## config.mk

```make
export PLATFORM = sky130hd
export DESIGN_NAME = dmx_exec
export DESIGN_NICKNAME = d
export VERILOG_FILES = /design/src/hdl/dmx_decode.v /design/src/hdl/dmx_exec.v
export VERILOG_INCLUDE_DIRS = /design/src /design/src/hdl
export SDC_FILE = /design/constraint.sdc
export NUM_CORES = 1
export LEC_CHECK = 0
export ABC_AREA = 1
export BUFFER_PORTS_ARGS = -buffer_cell sky130_fd_sc_hd__buf_2
export CORE_MARGIN = 3
export CORE_UTILIZATION = 55
export DETAILED_ROUTE_END_ITERATION = 10
export PLACE_DENSITY = 0.82
export SLEW_MARGIN = 5
export SYNTH_ARGS = -nofsm -noshare
export SYNTH_HDL_FRONTEND = slang
export SYNTH_SLANG_ARGS = --single-unit
```

## constraint.sdc

```tcl
create_clock -name mclk -period 2.3 [get_ports mclk]
set_input_delay 0.23 -clock mclk [delete_from_list [all_inputs] [get_ports mclk]]
set_output_delay 0.23 -clock mclk [all_outputs]
set_load 0.005 [all_outputs]
```

## src/hdl/dmx_map.vh

```
`ifndef DMX_MAP_VH
`define DMX_MAP_VH
`define DMX_Q1 4'h1
`define DMX_Q2 4'h2
`define DMX_Q3 4'h4
`define DMX_Q4 4'h8
`define DMX_OP_COPY 6'h08
`define DMX_OP_HI_ZERO 6'h00
`define DMX_LIT_TOP 4'hC
`define DMX_W_RESET 8'h00
`define DMX_Z_RESET 1'h0
`define DMX_IR_RESET 14'h0000
`define DMX_ADDR_RESET 7'h00
`define DMX_DATA_RESET 8'h00
`define DMX_FA_MSB 6
`define DMX_D_BIT 7
`define DMX_STORE_BIT 7
`endif

```

## src/hdl/dmx_decode.v

```verilog
`timescale 1ns/1ns
`include "dmx_map.vh"
module dmx_decode
(
  // Instruction word.
  input wire [13:0] instr,
  // Decoded class.
  output reg is_lit,
  output reg is_copy,
  output reg is_store,
  output reg is_idle
);
  always @*
  begin
    is_lit = (instr[13:10] == `DMX_LIT_TOP);
    is_copy = (instr[13:8] == `DMX_OP_COPY);
    is_store = (instr[13:8] == `DMX_OP_HI_ZERO) && instr[`DMX_STORE_BIT];
    // The two don't-care bits are masked so every legal variant decodes alike.
    is_idle = (instr[13:8] == `DMX_OP_HI_ZERO) && (instr[7] == 1'b0) && (instr[4:0] == 5'h00);
  end
endmodule

```

## src/hdl/dmx_exec.v

```verilog
`timescale 1ns/1ns
`include "dmx_map.vh"
// Function
// - Load literal puts the eight-bit immediate into the accumulator.
// - Copy instruction reads the file register at the seven-bit address.
// - Copy with destination bit 0 writes the value to the accumulator.
// - Copy with destination bit 1 writes the value back to the register.
// - Copy updates the zero flag from the moved value, either destination.
// - Copy: decode in Q1, read in Q2, destination written as Q3 ends.
// - Idle instruction changes no register or flag in any phase.
// - Idle decodes from 00 0000 0xx00000, ignoring the don't-care bits.
module dmx_exec
(
  // Clock and reset.
  input wire mclk,
  input wire rst,
  // Program memory.
  input wire [13:0] instr,
  output reg fetch_r,
  // File register array.
  output reg [6:0] file_addr_r,
  input wire [7:0] file_rdata,
  output reg [7:0] file_wdata_r,
  output reg file_we_r,
  // Core state.
  output reg [7:0] acc_r,
  output reg zero_r,
  output reg [3:0] phase_r
);
  // One-hot phases of the instruction cycle.
  localparam [3:0] PH_Q1 = `DMX_Q1;
  localparam [3:0] PH_Q2 = `DMX_Q2;
  localparam [3:0] PH_Q3 = `DMX_Q3;
  localparam [3:0] PH_Q4 = `DMX_Q4;

  wire is_lit;
  wire is_copy;
  wire is_store;
  wire is_idle;
  wire quiet;
  wire copy_to_acc;
  wire copy_to_file;
  wire moved_zero;
  reg [13:0] ir_r;
  reg [13:0] ir_nxt;
  reg [7:0] data_r;
  reg [7:0] data_nxt;
  reg [3:0] phase_nxt;
  reg fetch_nxt;
  reg [6:0] file_addr_nxt;
  reg [7:0] file_wdata_nxt;
  reg file_we_nxt;
  reg [7:0] acc_nxt;
  reg zero_nxt;

  dmx_decode i_dmx_decode
  (
    .instr(ir_r),
    .is_lit(is_lit),
    .is_copy(is_copy),
    .is_store(is_store),
    .is_idle(is_idle)
  );

  // Idle and every word outside this subset share one quiet path that touches nothing.
  assign quiet = is_idle | ~(is_lit | is_copy | is_store);
  assign copy_to_acc = is_copy & ~ir_r[`DMX_D_BIT];
  assign copy_to_file = is_copy & ir_r[`DMX_D_BIT];
  assign moved_zero = (data_r == 8'h00);

  always @*
  begin
    case (phase_r)
      PH_Q1: phase_nxt = PH_Q2;
      PH_Q2: phase_nxt = PH_Q3;
      PH_Q3: phase_nxt = PH_Q4;
      PH_Q4: phase_nxt = PH_Q1;
      // A corrupted phase recovers to Q1 rather than stalling the core.
      default: phase_nxt = PH_Q1;
    endcase
  end

  // The word and its address are taken as Q4 ends, so Q1 decodes a word that no longer moves.
  always @*
  begin
    fetch_nxt = (phase_nxt == PH_Q4);
    ir_nxt = ir_r;
    file_addr_nxt = file_addr_r;
    case (phase_r)
      PH_Q4:
      begin
        ir_nxt = instr;
        file_addr_nxt = instr[`DMX_FA_MSB:0];
      end
      default:
      begin
        ir_nxt = ir_r;
      end
    endcase
  end

  // Operands are read as Q2 ends, two full phases after the address settles, which gives the file
  // array its access time.
  always @*
  begin
    data_nxt = data_r;
    case (phase_r)
      PH_Q2:
      begin
        if (is_copy)
        begin
          data_nxt = file_rdata;
        end
        else if (is_lit)
        begin
          data_nxt = ir_r[7:0];
        end
        else if (is_store)
        begin
          data_nxt = acc_r;
        end
        else
        begin
          data_nxt = data_r;
        end
      end
      default:
      begin
        data_nxt = data_r;
      end
    endcase
  end

  // Destinations change as Q3 ends, so the write pulse and the new flag stand through Q4.
  always @*
  begin
    file_we_nxt = 1'b0;
    file_wdata_nxt = file_wdata_r;
    acc_nxt = acc_r;
    zero_nxt = zero_r;
    case (phase_r)
      PH_Q3:
      begin
        if (!quiet)
        begin
          if (copy_to_file)
          begin
            file_wdata_nxt = data_r;
            file_we_nxt = 1'b1;
          end
          if (copy_to_acc)
          begin
            acc_nxt = data_r;
          end
          if (is_copy)
          begin
            zero_nxt = moved_zero;
          end
          // Store and load literal leave the zero flag alone.
          if (is_store)
          begin
            file_wdata_nxt = data_r;
            file_we_nxt = 1'b1;
          end
          if (is_lit)
          begin
            acc_nxt = data_r;
          end
        end
      end
      default:
      begin
        file_we_nxt = 1'b0;
      end
    endcase
  end

  // Reset parks the core in Q4 so the first edge after release takes the first word.
  always @(posedge mclk or posedge rst)
  begin
    if (rst)
    begin
      phase_r <= `DMX_Q4;
      fetch_r <= 1'b0;
    end
    else
    begin
      phase_r <= phase_nxt;
      fetch_r <= fetch_nxt;
    end
  end

  always @(posedge mclk or posedge rst)
  begin
    if (rst)
    begin
      ir_r <= `DMX_IR_RESET;
      file_addr_r <= `DMX_ADDR_RESET;
    end
    else
    begin
      ir_r <= ir_nxt;
      file_addr_r <= file_addr_nxt;
    end
  end

  always @(posedge mclk or posedge rst)
  begin
    if (rst)
    begin
      data_r <= `DMX_DATA_RESET;
    end
    else
    begin
      data_r <= data_nxt;
    end
  end

  always @(posedge mclk or posedge rst)
  begin
    if (rst)
    begin
      file_we_r <= 1'b0;
      file_wdata_r <= `DMX_DATA_RESET;
      acc_r <= `DMX_W_RESET;
      zero_r <= `DMX_Z_RESET;
    end
    else
    begin
      file_we_r <= file_we_nxt;
      file_wdata_r <= file_wdata_nxt;
      acc_r <= acc_nxt;
      zero_r <= zero_nxt;
    end
  end
endmodule

```

# --- Word level (Yosys, flattened, before mapping) ---
# Cells that the tools add are included.
classes:
  n_reduce_logical: 13
  eq_ne: 7
  bitwise_logic: 8
  muxes: 12
ops:
  columns: ["operator", "count"]
  rows:
  - ["$mux W8", 7]
  - ["$eq A4 B4 Y1 const B", 3]
  - ["$pmux W4 S3", 1]
  - ["$reduce_and A3 Y1", 3]
  - ["$logic_not A8 Y1", 1]
  - ["$eq A6 B4 Y1 const B", 1]
  - ["$logic_not A6 Y1", 1]
  - ["$logic_not A5 Y1", 1]
  - ["$eq A4 B1 Y1 const B", 1]
  - ["$eq A4 B2 Y1 const B", 1]
  - ["$eq A4 B3 Y1 const B", 1]
  - ["$mux W1", 4]
  - ["$reduce_bool A2 Y1", 2]
  - ["$logic_and A1 B1 Y1", 3]
  - ["$not A1 Y1", 3]
  - ["$or A1 B1 Y1", 3]
  - ["$reduce_bool A3 Y1", 1]
  - ["$and A1 B1 Y1", 2]
  - ["$reduce_and A2 Y1", 1]
totals:
  out_inout_bits: 30
  register_bits: 52

# --- Depth between registers and ports, before layout ---
# Gate-level depths: netlist (run 1).
depth:
  ltp_word: 7
  ltp_mapped: 9
  mapped_depth_nobuf: 9

# --- Modules after synthesis ---
# A second synthesis (run 1) with hierarchy kept.
hier_totals:
  hier_cells: 266
  area_unflattened_um2: 2143.3
by_module_without_submodules:
  columns: ["mod", "area_per_inst_um2", "seq_area_each_um2", "instances", "cells_each"]
  rows:
  - ["dmx_exec", 2058.2, 1127.3, 1, 249]
  - ["dmx_decode", 85.1, 0.0, 1, 17]

# --- Worst setup path before layout (run 1) ---
# No wires, ideal clock.
synth_timing:
  path_kind: "reg2reg"
  startpoint: "register ir_r[10]"
  endpoint: "register data_r[0]"
  slack_ns: 0.972
  synth_period_minus_slack_ns: 1.328
  setup_time_ns: 0.117
  t_arrival_ns: 1.211
  stages_incl_launch_ff: 9
  t_required_ns: 2.183
  path_buffers: 0
  cell_sequence: "dfrtp_1 nor2_4 inv_2 nor2_2 nand2_1 nand2_4 nand2_4 nand2_1 nand2_1"
synth_via:
  elab_chain_len: 4
synth_lines:
  columns: ["element", "line_no", "source"]
  rows:
  - ["start: declaration", "dmx_exec.v:44", "reg [13:0] ir_r;"]
  - ["start signal: assignment", "dmx_exec.v:197", "ir_r <= `DMX_IR_RESET;"]
  - ["start signal: assignment", "dmx_exec.v:202", "ir_r <= ir_nxt;"]
  - ["$logic_not A6 Y1 (no line)", null, null]
  - ["$logic_and A1 B1 Y1", "dmx_decode.v:17", "is_store = (instr[13:8] == `DMX_OP_HI_ZERO) && instr[`DMX_STORE_BIT];"]
  - ["$reduce_bool A3 Y1 (no line)", null, null]
  - ["$reduce_and A2 Y1 (no line)", null, null]
  - ["end signal: assignment", "dmx_exec.v:211", "data_r <= `DMX_DATA_RESET;"]
  - ["end signal: assignment", "dmx_exec.v:215", "data_r <= data_nxt;"]
  - ["end: declaration", "dmx_exec.v:46", "reg [7:0] data_r;"]
# Parallel ways exist; a longest one is shown, timed or not.
# A chain may end at the register's enable or synchronous reset.

# --- Final worst setup path (run 1) ---
layout_timing:
  startpoint: "register phase_r[0]"
  endpoint: "register file_wdata_r[7]"
layout_via:
  elab_chain_len: 2
layout_lines:
  columns: ["element", "line_no", "source"]
  rows:
  - ["start: declaration", "dmx_exec.v:28", "output reg [3:0] phase_r"]
  - ["start signal: assignment", "dmx_exec.v:183", "phase_r <= `DMX_Q4;"]
  - ["start signal: assignment", "dmx_exec.v:188", "phase_r <= phase_nxt;"]
  - ["$eq A4 B3 Y1", "dmx_exec.v:141", "case (phase_r)"]
  - ["$reduce_and A3 Y1 (no line)", null, null]
  - ["end signal: assignment", "dmx_exec.v:224", "file_wdata_r <= `DMX_DATA_RESET;"]
  - ["end signal: assignment", "dmx_exec.v:231", "file_wdata_r <= file_wdata_nxt;"]
  - ["end: declaration", "dmx_exec.v:23", "output reg [7:0] file_wdata_r,"]
# Every way passes these cells.

==> impl_metrics.csv, run 1 <==
group,metric,value,unit
power_and_ir_drop,ir_drop,0.433,mV
clocking,cts_resized,0,
status,outcome,"completed",
layout,syn_to_final_growth,17.3,%
floorplanning,rows,22,
placement,port-buffer-count,53,
layout,final_common_cell,"nand2_1",
clocking,clock_latency,0.30,ns
clocking,post_cts_buffers,0,
clocking,cts_tree,"yes",
layout,fin_nets,331,
placement,place_area,2440,um^2
timing,slew_viol_final,0,
layout,final_area,2560,um^2
timing,finalSetupViolations,0,
drt,ant_nets,0,
drt,drt_wl_total,4770,um
layout,final_cell_mix,"70 x nand2_1, 53 x buf_2, 44 x dfrtp_1",
placement,dp_hpwl,3490,um
logic_synthesis,syn_inst,257,
drt,drt_iter0_drc,131,
clocking,cts_sinks,45,
floorplanning,die_h,69.0,um
timing,setup_slack,0.532,ns
critical_path,crit_arrival,1.95,ns
grt,grt_pass1_wl,8180,um
timing,period_share,76.9,%
floorplanning,die-area,4770,um^2
logic_synthesis,synth_nets,281,
critical_path,cp-start-kind,"flip-flop",
layout,drive_above_1_share,30.2,%
timing,grt_setup_unrepaired,"false",
grt,track_usage,21.3,%
layout,antenna_cells,0,
timing,fin_setup_tns,0,ns
logic_synthesis,yosysSeqAreaShare,51.6,%
timing,min_period,1.77,ns
critical_path,cp_max_fo,16,
power_and_ir_drop,p_leak,1.45,nW
drt,vias,1841,
clocking,cts-buffers-inserted,5,
logic_synthesis,avgSynthCellArea,8.51,um^2
hold_path,hold_class,"in -> async",
clocking,cts.htree.levels,2,
floorplanning,io_pins,54,
critical_path,cp.required,2.48,ns
clocking,cts_hold_buf,0,
critical_path,criticalPathCategory,"reg -> reg",
drt,via_per_inst,5.17,
logic_synthesis,synth_cell_type_count,27,
job,maxCapViolCount,0,
floorplanning,initial_utilization,58.4,%
placement,dp_worst_setup_slack,0.554,ns
timing,worst_pin_slew,0.837,ns
floorplanning,die_x,69.0,um
clocking,path_clk_slew,0.08,ns
logic_synthesis,ys.warnings.count,0,
logic_synthesis,synth_area,2190,um^2
drt,drt_first_pass_iters,4,
timing,finalHoldViolations,0,
placement,gp_congestion,0.876,
timing,skew,0.00422,ns
clocking,cts_root_buffer,"clkbuf_8",
logic_synthesis,ys_ff_latch,45,
power_and_ir_drop,power_density,724,nW/um^2
drt,drc,0,
timing,fmax,565,MHz
clocking,clk_path_buf_depth,2,
grt,grt_max_degree,46,
drt,wire_per_inst,13.4,um
grt,overflow,0,
grt,antenna_found_initial,0,
grt,grt_pass1_vias,1775,
timing,relSlewSlack,43.9,%
floorplanning,core_area,3740,um^2
critical_path,worstSetupEndpointType,"flip-flop",
## report_power, final
group	internal [mW]	total [mW]	switching (mW)
clock	0.353	0.621	0.268
combinational	0.122	0.280	0.158
sequential	0.880	0.956	0.0753
total	1.36	1.86	0.501
## final cells by class
cell class	count	area (um^2)
Clock inverter	2	37.5
Fill cell	308	1180
Sequential cell	45	1130
Multi-Input combinational cell	166	850
Tap cell	48	60.1
Inverter	34	128
Clock buffer	6	82.6
Timing Repair Buffer	55	280
## synthesized netlist by cell type, drive strengths merged
cell    count  area share, %
dfstp       1            1.2
nor2       20            5.0
or2         2           0.57
nand4       5            1.4
inv        34            5.8
nand3      34            8.4
nor3        4            1.4
and3        1           0.29
o21ai      10            2.8
nand2      76             15
a21oi      10            2.3
dfrtp      44             50
mux2        4            2.1
buf        10            3.4
clkbuf      2           0.34
## flip-flops by register name, summed over array words and instances, names as in the netlist
signal and cells:
file_wdata_r 8, zero_r 1, ir_r 8, fetch_r 1, file_we_r 1, acc_r 8, data_r 8, phase_r 4
file_addr_r 6
## worst max-delay path: stages, from the launching register on
cell,delay (ns)
dfrtp_1,0.40
inv_1,0.10
nand3_1,0.11
nor2_2,0.50
nand2_2,0.32
nand2_1,0.14
o21ai_1,0.08
## through the flow
step,hold WS (ns),cells,power [mW],utilization (%)
global placement,0.396,348,1.24,65.3
detailed placement,0.411,348,1.25,65.3
floorplan,0.381,257,1.14,-
CTS,0.0873,356,1.86,68.5
finish,0.0723,356,1.86,68.5
global route,0.119,356,1.95,68.5
## worst paths after layout
check,start,endpoint,slack [ns],cells after the start
worst max-delay path,phase_r[0],file_wdata_r[7],0.53,6
worst min-delay path,rst,ir_r[9],0.07,3
worst max register to register,phase_r[0],file_wdata_r[7],0.53,6
worst min register to register,file_wdata_r[5],file_wdata_r[5],0.50,2
max in group asynchronous,rst,data_r[0],1.86,3
min in group mclk,instr[13],ir_r[13],0.16,2
## metal layers
metal | GRT usage, % | routed length [um] | share of wire [%]
met2 | 35.2 | 2370 | 50
met3 | 4.66 | 304 | 6.4
met4 | 8.24 | 85 | 1.8
met1 | 27.3 | 2010 | 42
met5 | 0 | 0 | 0
## kinds of logic after synthesis
group / Yosys count / synth area share [%]
muxes: 4 / 2.06
buffers and inverters: 46 / 9.56
AOI/OAI and AO/OA: 20 / 5.09
DFF: 45 / 51.6
and+or+nand+nor: 142 / 31.7
(Power assumes the default switching activity.)
==> inputs of run 2 (changes only) <==
ABC_AREA = 0   (was 1)
CORE_UTILIZATION = 52   (was 55)
PLACE_DENSITY = 0.79   (was 0.82)
clock period = 1.9 ns   (was 2.3 ns; I/O delays follow)
==> impl_metrics.csv, run 2 <==
group,metric,value,unit
status,outcome,"completed",
drt,drt_wl_total,4300,um
drt,highest_layer,"met4",
layout,fillers,273,
logic_synthesis,synth_top_area_share,54.3,%
floorplanning,initial_utilization,54.6,%
timing,min_period,1.77,ns
placement,port-buffer-count,53,
logic_synthesis,ys.warnings.count,0,
logic_synthesis,yosysTopAreaCell,"dfrtp_1",
layout,final_cell_mix,"53 x buf_2, 44 x dfrtp_1, 29 x mux2_2",
drt,drt_first_pass_iters,4,
timing,worst_pin_slew,0.835,ns
timing,period_share,93.0,%
power_and_ir_drop,p_leak,1.28,nW
critical_path,worstSetupEndpointType,"flip-flop",
timing,relSlewSlack,44.0,%
floorplanning,core_area,3720,um^2
layout,antenna_cells,0,
grt,track_usage,20.9,%
floorplanning,rows,22,
logic_synthesis,syn_inst,147,
hold_path,hold_class,"in -> reg",
timing,fmax,566,MHz
logic_synthesis,synth_flop_cell,"dfrtp_1",
timing,finalSetupViolations,0,
grt,grt_pass1_vias,1456,
drt,route.met2.wl,2170,um
layout,fin_nets,234,
layout,multi_input_area,810,um^2
drt,via_per_inst,5.42,
layout,fin_util,66.8,%
timing,holdWs,0.0956,ns
floorplanning,io_pins,54,
placement,dp_worst_setup_slack,-0.000371,ns
drt,vias,1404,
timing,setup_slack,0.133,ns
critical_path,cp_max_fo,8,
logic_synthesis,synth_nets,171,
critical_path,cp-start-kind,"flip-flop",
logic_synthesis,ys_ff_latch,45,
placement,gp_congestion,0.810,
placement,dp_hpwl,3200,um
layout,final_common_cell,"buf_2",
clocking,cts_tree,"yes",
logic_synthesis,synth_cell_type_count,29,
grt,antenna_found_initial,0,
drt,drc,0,
logic_synthesis,synth_area,2030,um^2
job,maxCapViolCount,0,
logic_synthesis,yosysMostFrequentCell,"dfrtp_1",
drt,wire_per_inst,16.6,um
grt,overflow,0,
clocking,cts.htree.levels,2,
clocking,clock_latency,0.30,ns
power_and_ir_drop,ir_drop,0.543,mV
logic_synthesis,synth_edf_count,0,
timing,skew,0.00862,ns
layout,drive_above_1_share,55.5,%
logic_synthesis,synth_area_leaders,"dfrtp_1 54%, mux2_2 16%, mux2_4 5.9%",
grt,grt_pass1_wl,7040,um
logic_synthesis,async_reset_ff_share,100,%
critical_path,cp.required,2.11,ns
clocking,cts-buffers-inserted,5,
drt,ant_nets,0,
timing,slew_viol_final,0,
power_and_ir_drop,power_density,800,nW/um^2
timing,grt_setup_unrepaired,"false",
floorplanning,die_h,68.5,um
drt,met1Wirelength,1840,um
clocking,path_clk_slew,0.08,ns
clocking,clk_path_buf_depth,2,
grt,grt_max_degree,25,
floorplanning,die-area,4690,um^2
clocking,cts_root_buffer,"clkbuf_8",
critical_path,criticalPathCategory,"reg -> reg",
logic_synthesis,yosysSeqAreaShare,55.6,%
critical_path,crit_arrival,1.98,ns
logic_synthesis,synth_common_cells,"44 x dfrtp_1, 29 x mux2_2, 17 x o21ai_0, 9 x mux2i_1, 8 x mux2_4",
layout,final-seq-area,1130,um^2
clocking,cts_sinks,45,
logic_synthesis,avgSynthCellArea,13.8,um^2
drt,wl_met3,248,um
layout,syn_to_final_growth,22.5,%
drt,drt_iter0_drc,72,
floorplanning,die_x,68.5,um
timing,finalHoldViolations,0,
-- run 2: routing by layer --
metal,GRT usage [%],vias to the layer above
li1,-,655
met1,27.7,696
met2,33.6,48
met3,5.42,5
met4,6.20,0
met5,0,-
-- run 2: final timing paths --
kind / startpoint / end / slack [ns] / cells past startpoint
max in group asynchronous: rst / file_we_r / 0.86 / 4
hold reg to reg: file_wdata_r[7] / file_wdata_r[7] / 0.50 / 1
setup / recovery: phase_r[0] / data_r[5] / 0.13 / 5
hold / removal: instr[10] / ir_r[10] / 0.1 / 3
min in group asynchronous: rst / fetch_r / 0.50 / 3
setup reg to reg: phase_r[0] / data_r[5] / 0.13 / 5
-- run 2: metrics by stage --
stage                     total power [mW]  setup TNS [ns]  instances  area (um^2)
after global routing                  2.10               0        259         2480
after floorplan                       1.31               0        147         2030
after global placement                1.43               0        250         2390
after detailed placement              1.44       -0.000371        250         2390
final                                 1.99               0        259         2480
after CTS                             2.00               0        259         2480
-- run 2: report_power, final --
part	total, mW	leakage [nW]	switching, mW	internal (mW)
sequential	1.14	0.562	0.0859	1.05
combinational	0.284	0.677	0.112	0.173
clock	0.564	0.0450	0.309	0.255
-- run 2: worst max-delay path: stages (launching register included) --
cell and delay (ns):
dfrtp_1 0.42, buf_4 0.16, or4b_1 0.53, inv_1 0.14
nand2b_1 0.20, o21ai_0 0.23
-- run 2: layout make-up --
type | count | share of cell area [%]
Timing Repair Buffer | 67 | 15.5
Sequential cell | 45 | 45.4
Multi-Input combinational cell | 86 | 32.6
Inverter | 5 | 0.756
Clock inverter | 2 | 0.403
Clock buffer | 6 | 2.92
Tap cell | 48 | 2.42
-- run 2: timing repair --
action                                  in CTS  in global routing
gates cloned                                 0                  0
hold endpoints to repair                    20                  0
pin swaps                                    0                  0
resized for setup                            1                  1
endpoints found under the setup margin       8                  1
setup buffers                                0                  0
hold buffers                                 1                  0
-- run 2: cells by family (layout without fill, tap and decap cells) --
group           after synthesis  in the layout  share of synthesized area, %
simple gates                 21             21                          8.45
mux                          46             46                          26.5
buf+inv                      16             80                          4.75
flops                        45             45                          55.6
compound gates               19             19                          4.75
